## src/gen_cfg_defs.vh

```
// Offsets, field positions, reset values and timing constants of the general configuration register
`ifndef GEN_CFG_DEFS_VH
`define GEN_CFG_DEFS_VH
`define GCFG_ADDR          7'h10
`define GCFG_RESET         24'h000004
`define GCFG_WMASK         24'hF83FFF
`define F_LPLON_HI         23
`define F_LPLON_LO         22
`define F_MCLK_HI          21
`define F_MCLK_LO          20
`define F_CHON             19
`define F_LOFF_HI          13
`define F_LOFF_LO          12
`define F_IPOL             11
`define F_IMAG_HI          10
`define F_IMAG_LO          8
`define F_VTH_HI           7
`define F_VTH_LO           6
`define F_RBIAS_HI         5
`define F_RBIAS_LO         4
`define F_RVAL_HI          3
`define F_RVAL_LO          2
`define F_POSB             1
`define F_NEGB             0
`define MODE_ON            2'h1
`define MODE_OFF           2'h0
`define CODE_R3            3'h5
// Master clock: reference 32768 Hz; accumulator increments per select code
`define REF_CLK_HZ         32768
`define MCLK_DIV_ACC_W     16
`define MCLK_INC_FULL      16'hFFFF
`define MCLK_INC_32000     16'hFA00
`define MCLK_INC_31969     16'hF9C0
`endif

```

## src/general_config_register.v

```verilog
// General configuration register with derived master clock tick and analog control outputs
`timescale 1ns/100ps
`include "gen_cfg_defs.vh"
module general_config_register
(
   input  wire        ref_clk_i,              // Reference clock, 32.768 kHz
   input  wire        arst_n_i,               // Asynchronous reset, active low
   input  wire        reg_wr_i,               // Register write strobe, one cycle
   input  wire        reg_rd_i,               // Register read strobe, one cycle
   input  wire [6:0]  reg_addr_i,             // Register address
   input  wire [23:0] reg_wdata_i,            // Write data
   output reg  [23:0] reg_rdata_o,            // Read data, valid cycle after read
   output reg         lowpower_leadon_on_o,   // Ultra-low-power lead-on detector active
   output reg         shutdown_mode_o,        // Channel off, lead-on detector off
   output reg         channel_on_o,           // Measurement channel powered
   output reg         beat_detect_on_o,       // Beat interval detection allowed
   output reg  [1:0]  master_clk_sel_o,       // Master clock select code
   output reg         master_tick_o,          // One pulse per master clock period
   output reg  [1:0]  step_sel_o,             // Timing step group: 0=15.26us 1=15.63us 2=15.64us
   output reg         dc_leadoff_on_o,        // Lead-off detection active
   output reg         leadoff_current_polarity_o, // 0: positive up, negative down
   output reg  [2:0]  leadoff_current_level_o, // Current code, 0 when disconnected
   output reg         leadoff_sources_on_o,   // Current sources connected
   output reg  [1:0]  leadoff_threshold_sel_o, // Comparator threshold code
   output reg         res_bias_on_o,          // Resistive biasing active
   output reg  [1:0]  bias_resistor_value_o,  // Bias resistor code
   output reg         pos_input_bias_o,       // Positive input tied through resistor
   output reg         neg_input_bias_o        // Negative input tied through resistor
);

   reg  [23:0] cfg_reg;
   reg  [23:0] cfg_next;
   reg  [15:0] acc_reg;
   reg  [15:0] acc_next;
   reg         tick_next;
   reg  [15:0] inc_val;
   wire        hit;
   wire        chan_next;
   wire [1:0]  lplon_next;
   wire [1:0]  mclk_next;
   wire [1:0]  loff_next;
   wire [2:0]  imag_next;
   wire [1:0]  rbias_next;
   wire        imag_legal;

   assign hit   = (reg_addr_i == `GCFG_ADDR);
   // Field views of the value being stored this edge
   assign chan_next  = cfg_next[`F_CHON];
   assign lplon_next = cfg_next[`F_LPLON_HI:`F_LPLON_LO];
   assign mclk_next  = cfg_next[`F_MCLK_HI:`F_MCLK_LO];
   assign loff_next  = cfg_next[`F_LOFF_HI:`F_LOFF_LO];
   assign imag_next  = cfg_next[`F_IMAG_HI:`F_IMAG_LO];
   assign rbias_next = cfg_next[`F_RBIAS_HI:`F_RBIAS_LO];
   assign imag_legal = (imag_next <= `CODE_R3);                  // Codes 6 and 7 reserved

   // Next register value; unassigned bits masked off
   always @*
   begin
      cfg_next = cfg_reg;
      if (reg_wr_i && hit)
      begin
         cfg_next = reg_wdata_i & `GCFG_WMASK;
         // Bias enable only sticks when the same write turns the channel on
         if (!reg_wdata_i[`F_CHON])
            cfg_next[`F_RBIAS_HI:`F_RBIAS_LO] = `MODE_OFF;
      end
   end

   // Fractional accumulator ticks per master period from the reference
   always @*
   begin
      case (cfg_reg[`F_MCLK_HI:`F_MCLK_LO])
         2'h0:    inc_val = `MCLK_INC_FULL;                      // Every reference edge
         2'h1:    inc_val = `MCLK_INC_32000;                     // 32000/32768
         2'h2:    inc_val = `MCLK_INC_32000;                     // 32000/32768, 200 Hz progressions
         default: inc_val = `MCLK_INC_31969;                     // Approx 31968.78/32768
      endcase
   end

   // Carry out of the accumulator is the master tick; full rate bypasses it
   always @*
   begin
      if (cfg_reg[`F_MCLK_HI:`F_MCLK_LO] == 2'h0)
      begin
         acc_next  = 16'h0000;
         tick_next = 1'b1;
      end
      else
      begin
         {tick_next, acc_next} = {1'b0, acc_reg} + {1'b0, inc_val};
      end
   end

   // Each decoded output below has a flop of its own, fed from the value being stored,
   // so every decode changes at the very edge that takes the write.
   // Costs a few flops; only master_tick_o, built from cfg_reg, lags the register by a cycle.

   // Stored configuration word
   always @(posedge ref_clk_i or negedge arst_n_i)
   begin
      if (!arst_n_i)
         cfg_reg <= `GCFG_RESET;
      else
         cfg_reg <= cfg_next;
   end

   // Fractional accumulator for the divided master clock
   always @(posedge ref_clk_i or negedge arst_n_i)
   begin
      if (!arst_n_i)
         acc_reg <= 16'h0000;
      else
         acc_reg <= acc_next;
   end

   // Master tick, one pulse per master clock period
   always @(posedge ref_clk_i or negedge arst_n_i)
   begin
      if (!arst_n_i)
         master_tick_o <= 1'b0;
      else
         master_tick_o <= tick_next;
   end

   // Read data held until the next read; unmapped addresses read zero
   always @(posedge ref_clk_i or negedge arst_n_i)
   begin
      if (!arst_n_i)
         reg_rdata_o <= 24'h000000;
      else if (reg_rd_i)
         reg_rdata_o <= hit ? cfg_reg : 24'h000000;
   end

   // Lead-on detector only while the channel is off
   always @(posedge ref_clk_i or negedge arst_n_i)
   begin
      if (!arst_n_i)
         lowpower_leadon_on_o <= 1'b0;
      else
         lowpower_leadon_on_o <= !chan_next &&
                                 (lplon_next == `MODE_ON);
   end

   // Plain shutdown is the other channel-off mode
   always @(posedge ref_clk_i or negedge arst_n_i)
   begin
      if (!arst_n_i)
         shutdown_mode_o <= 1'b1;
      else
         shutdown_mode_o <= !chan_next &&
                            (lplon_next != `MODE_ON);
   end

   // Measurement channel power
   always @(posedge ref_clk_i or negedge arst_n_i)
   begin
      if (!arst_n_i)
         channel_on_o <= 1'b0;
      else
         channel_on_o <= chan_next;
   end

   // Beat detection may run only with the channel on
   always @(posedge ref_clk_i or negedge arst_n_i)
   begin
      if (!arst_n_i)
         beat_detect_on_o <= 1'b0;
      else
         beat_detect_on_o <= chan_next;
   end

   // Master clock select code
   always @(posedge ref_clk_i or negedge arst_n_i)
   begin
      if (!arst_n_i)
         master_clk_sel_o <= 2'h0;
      else
         master_clk_sel_o <= mclk_next;
   end

   // Step group covers timing, beat and calibration steps alike;
   // codes 01 and 10 share one group since both run at 32000 Hz
   always @(posedge ref_clk_i or negedge arst_n_i)
   begin
      if (!arst_n_i)
         step_sel_o <= 2'h0;
      else
         case (mclk_next)
            2'h0:    step_sel_o <= 2'h0;
            2'h3:    step_sel_o <= 2'h2;
            default: step_sel_o <= 2'h1;
         endcase
   end

   // Lead-off detection needs an active channel
   always @(posedge ref_clk_i or negedge arst_n_i)
   begin
      if (!arst_n_i)
         dc_leadoff_on_o <= 1'b0;
      else
         dc_leadoff_on_o <= chan_next &&
                            (loff_next == `MODE_ON);
   end

   // Lead-off current polarity
   always @(posedge ref_clk_i or negedge arst_n_i)
   begin
      if (!arst_n_i)
         leadoff_current_polarity_o <= 1'b0;
      else
         leadoff_current_polarity_o <= cfg_next[`F_IPOL];
   end

   // Reserved current codes treated as disconnected, so a bad
   // host write can never drive an undefined current into a lead
   always @(posedge ref_clk_i or negedge arst_n_i)
   begin
      if (!arst_n_i)
         leadoff_current_level_o <= 3'h0;
      else if (imag_legal)
         leadoff_current_level_o <= imag_next;
      else
         leadoff_current_level_o <= 3'h0;
   end

   // Sources connected only for a legal nonzero current code
   always @(posedge ref_clk_i or negedge arst_n_i)
   begin
      if (!arst_n_i)
         leadoff_sources_on_o <= 1'b0;
      else
         leadoff_sources_on_o <= (imag_next != 3'h0) &&
                                 imag_legal;
   end

   // Comparator threshold code
   always @(posedge ref_clk_i or negedge arst_n_i)
   begin
      if (!arst_n_i)
         leadoff_threshold_sel_o <= 2'h0;
      else
         leadoff_threshold_sel_o <= cfg_next[`F_VTH_HI:`F_VTH_LO];
   end

   // Resistive biasing needs the channel on as well
   always @(posedge ref_clk_i or negedge arst_n_i)
   begin
      if (!arst_n_i)
         res_bias_on_o <= 1'b0;
      else
         res_bias_on_o <= chan_next &&
                          (rbias_next == `MODE_ON);
   end

   // Bias resistor code, default 100 megaohm setting
   always @(posedge ref_clk_i or negedge arst_n_i)
   begin
      if (!arst_n_i)
         bias_resistor_value_o <= 2'h1;
      else
         bias_resistor_value_o <= cfg_next[`F_RVAL_HI:`F_RVAL_LO];
   end

   // Positive input bias switch
   always @(posedge ref_clk_i or negedge arst_n_i)
   begin
      if (!arst_n_i)
         pos_input_bias_o <= 1'b0;
      else
         pos_input_bias_o <= cfg_next[`F_POSB];
   end

   // Negative input bias switch
   always @(posedge ref_clk_i or negedge arst_n_i)
   begin
      if (!arst_n_i)
         neg_input_bias_o <= 1'b0;
      else
         neg_input_bias_o <= cfg_next[`F_NEGB];
   end

endmodule

```

## config.mk

```make
export PLATFORM = sky130hd
export DESIGN_NAME = general_config_register
export DESIGN_NICKNAME = d
export VERILOG_FILES = /design/src/general_config_register.v
export VERILOG_INCLUDE_DIRS = /design/src
export SDC_FILE = /design/constraint.sdc
export NUM_CORES = 1
export LEC_CHECK = 0
export BUFFER_PORTS_ARGS = -buffer_cell sky130_fd_sc_hd__buf_2
export CAP_MARGIN = 10
export CORE_MARGIN = 2
export CORE_UTILIZATION = 50
export DETAILED_ROUTE_END_ITERATION = 10
export PLACE_DENSITY = 0.85
export SLEW_MARGIN = 20
export SYNTH_ARGS = -nofsm -noshare
export SYNTH_HDL_FRONTEND = slang
export SYNTH_SLANG_ARGS = --single-unit
```

## constraint.sdc

```tcl
create_clock -name ref_clk_i -period 3.6 [get_ports ref_clk_i]
set_input_delay 1.08 -clock ref_clk_i [delete_from_list [all_inputs] [get_ports ref_clk_i]]
set_output_delay 1.08 -clock ref_clk_i [all_outputs]
set_load 0.01 [all_outputs]
```

==> summary.md <==
| Metric | Value |
|---|---|
| Status | finished, final reports clean |
| CTS HTree Levels | 3 |
| CORE AREA | 6390 sq um |
| RSZ-0062 raised after global routing | false |
| Share of cells above drive strength 1 | 0.241 |
| Sw Ratio | 0.315 |
| CTS buffer count | 9 |
| Hold_sp | cfg_reg[0]$_DFFE_PN0N_ |
| Port Buf Inserts | 70 |
| Required time of the critical path | 3.83 ns |
| Hold slack | 0.513 ns |
| Largest net degree at the start of global routing | 66 |
| GPL Wtd Cong | 0.946 |
| Slowest CP cell | dfrtp_1 |
| Die H | 85.3 um |
| #FFs+latches synth | 65 |
| Tmin final | 2.71 ns |
| Inserted Diodes | 0 |
| Clk root buf | clkbuf_8 |
| Num Clock Sinks | 65 |
| Chip Width | 85.3 um |
| Setup Fix Bufs, Post-CTS | 0 |
| Max Root-Sink Buffers | 2 |
| Critical path buffers and inverters | 2 |
| Final setup fails | 0 |
| Cell Rows | 29 |
| Sw power | 651 uW |
| Worst r2r src | master_clk_sel_o[0]$_DFF_PN0_ |
| Io pins | 81 |
| Power share of the clock group | 0.333 |
| Total congestion overflow | 0 |
| Synth warn | 0 |
| Post-synth EDFFs | 0 |
| Max stage delay on crit path | 0.44 ns |
| Post-synth top area cell | dfrtp_1 |
| Initial antenna violation count | 0 |
| Ys flop type | dfrtp_1 |
| Routed len/inst | 14.9 um |
| DRC marker count from the first detailed-route iteration | 230 |
| Hold-fix buffers, CTS | 0 |
| Synthesized instance count | 330 |
| Post-DP HPWL | 4990 um |
| Vias in the first global route | 2685 |
| P per Cell Area | 535 nW/um^2 |
| Startpoint types | flop |
| Post-synthesis cell area | 3300 sq um |
| Rel. slew slack | 0.462 |
| Slew @ Worst Pin | 0.808 ns |
| Final worst-path cycle share | 0.753 |
| Final hold vios | 0 |
| Delay-heaviest family, CP | compound AO/OA/AOI/OAI gates |
| First-pass GRT wire length | 12100 um |
| Fillers | 525 |
| Antenna Nets Post-Route | 0 |
| Seq/Total Area, Yosys | 0.493 |
| Max_cap viols | 0 |
| Worst-Skew Late Latency | 0.35 ns |
| CTS tree | built |
| F_max | 0.369 GHz |
| Slew Viols, Final | 0 |
| Total Nets Final | 440 |
| Drt via density | 5.51 |
| Worst VDD drop | 0.416 mV |
| Synth Area per Inst | 10.0 sq um |
| Die area | 7280 sq um |
| Crit path cell chain | inv_1, ha_1, inv_1, ha_1, a21o_1, a221o_1, a221oi_1, o31a_1, mux2_1 |
| Sequential fraction of design power | 0.408 |
| Post-CTS sizing | 0 |
| Asr flop ratio synth | 1.00 |
| Synth cell types | 59 |
| Hold crit path type | flop to flop |
| Drt total wl | 7070 um |
| Worst Setup SP | master_clk_sel_o[0]$_DFF_PN0_ |
| Layout area overhead | 17.0% |
| Setup Skew | 0.00967 ns |
| Post-synth top cells | 63 x dfrtp_1, 45 x nand2_1, 25 x inv_1, 20 x mux2_1 |
| Max FFs per register | 19 |
| CP Capture Type | flop |
| Internal power | 1420 uW |
| Fin util | 0.605 |
| Gr usage total | 0.210 |
| Area share of the largest cell type after synthesis | 0.477 |
| Max FO, Critical Path | 7 |
| CP arrival | 2.94 ns |
| Setup TNS | 0 ns |
| Gate power share | 0.259 |
| Initial Utilization | 0.517 |
| Detailed-route via count | 2622 |
| Count leader, synth | dfrtp_1 |
| Synth top area cells | dfrtp_1 48%, mux2_1 6.8%, nand2_1 5.1% |
| Clock transition at the registers of the reported paths | 0.08 ns |
| CP Class | flop to flop |
| First drt pass iteration count | 4 |
| P_leak | 0.00197 uW |
| Post-route DRC | 0 |
-- worst register-to-register path, delay by kind of cell (launching register included) --
kind	cells	cell delay, ns
mux	1	0.31
fa+ha+maj	2	0.63
flops	1	0.44
buf+inv	2	0.23
compound gates	4	0.98
-- per-stage QoR --
step	instances	area [sq um]	power, uW	setup WS (ns)
after floorplan	334	3320	1250	0.541
after global placement	460	3650	1360	1.01
after detailed placement	460	3650	1390	0.898
after CTS	476	3870	2070	0.893
after global routing	476	3870	2190	0.655
final	476	3870	2070	0.888
-- final cells by class --
class	instances	area [sq um]	area share
Clock buffer	10	128	0.0330
Clock inverter	6	92.6	0.0239
Inverter	26	97.6	0.0252
Multi-Input combinational cell	218	1440	0.373
Sequential cell	65	1630	0.421
Tap cell	77	96.3	0.0249
Timing Repair Buffer	74	380	0.0984
-- layer usage --
metal,share of wire,wire length [um],global-route usage,vias to the layer above
li1,-,-,-,1244
met2,0.51,3630,0.358,106
met5,0,0,0,-
met3,0.072,507,0.0720,8
met4,0.0057,40,0.0664,0
met1,0.41,2890,0.250,1264
-- placed cells by master (no fill, tap or decap), drive strengths merged, types with 3 or more instances in the layout --
cell type	count
clkbuf	10
o21ai	30
mux2	21
buf	74
conb	5
nand2b	3
o31ai	4
xor2	6
nand3b	3
nand2	45
a21boi	3
o21a	3
nor3	5
a21o	3
dfrtp	63
a21oi	10
nand4b	4
inv	26
nor2b	9
nor2	17
ha	11
-- cells by family after synthesis --
| family | after synthesis | share of synthesized area |
|---|---|---|
| AO/OA/AOI/OAI | 72 | 0.142 |
| XOR/XNOR | 7 | 0.0186 |
| adder cells (fa/ha/maj) | 11 | 0.0417 |
| buffers and inverters | 51 | 0.0750 |
| flip-flops | 65 | 0.493 |
| multiplexers | 21 | 0.0727 |
| other | 1 | 0.00113 |
| AND/OR/NAND/NOR | 102 | 0.156 |
-- final timing paths --
check	endpoint	slack, ns	cells past startpoint
worst max-delay path	acc_reg[15]$_DFF_PN0_	0.89	9
max in group asynchronous	leadoff_sources_on_o$_DFF_PN0_	2.16	2
worst min-delay path	reg_rdata_o[0]$_DFFE_PN0P_	0.51	2
worst min register to register	reg_rdata_o[0]$_DFFE_PN0P_	0.51	2
worst max register to register	acc_reg[15]$_DFF_PN0_	0.89	9
min in group asynchronous	acc_reg[2]$_DFF_PN0_	0.89	2
-- power by group through the flow --
stage / Clock, uW / Combinational [uW] / Sequential (uW)
floorplan: 0 / 401 / 850
global placement: 0 / 503 / 853
detailed placement: 0 / 528 / 857
CTS: 699 / 531 / 843
global route: 738 / 595 / 854
finish: 689 / 535 / 844
Note: power is estimated with default switching activity, not from simulation.
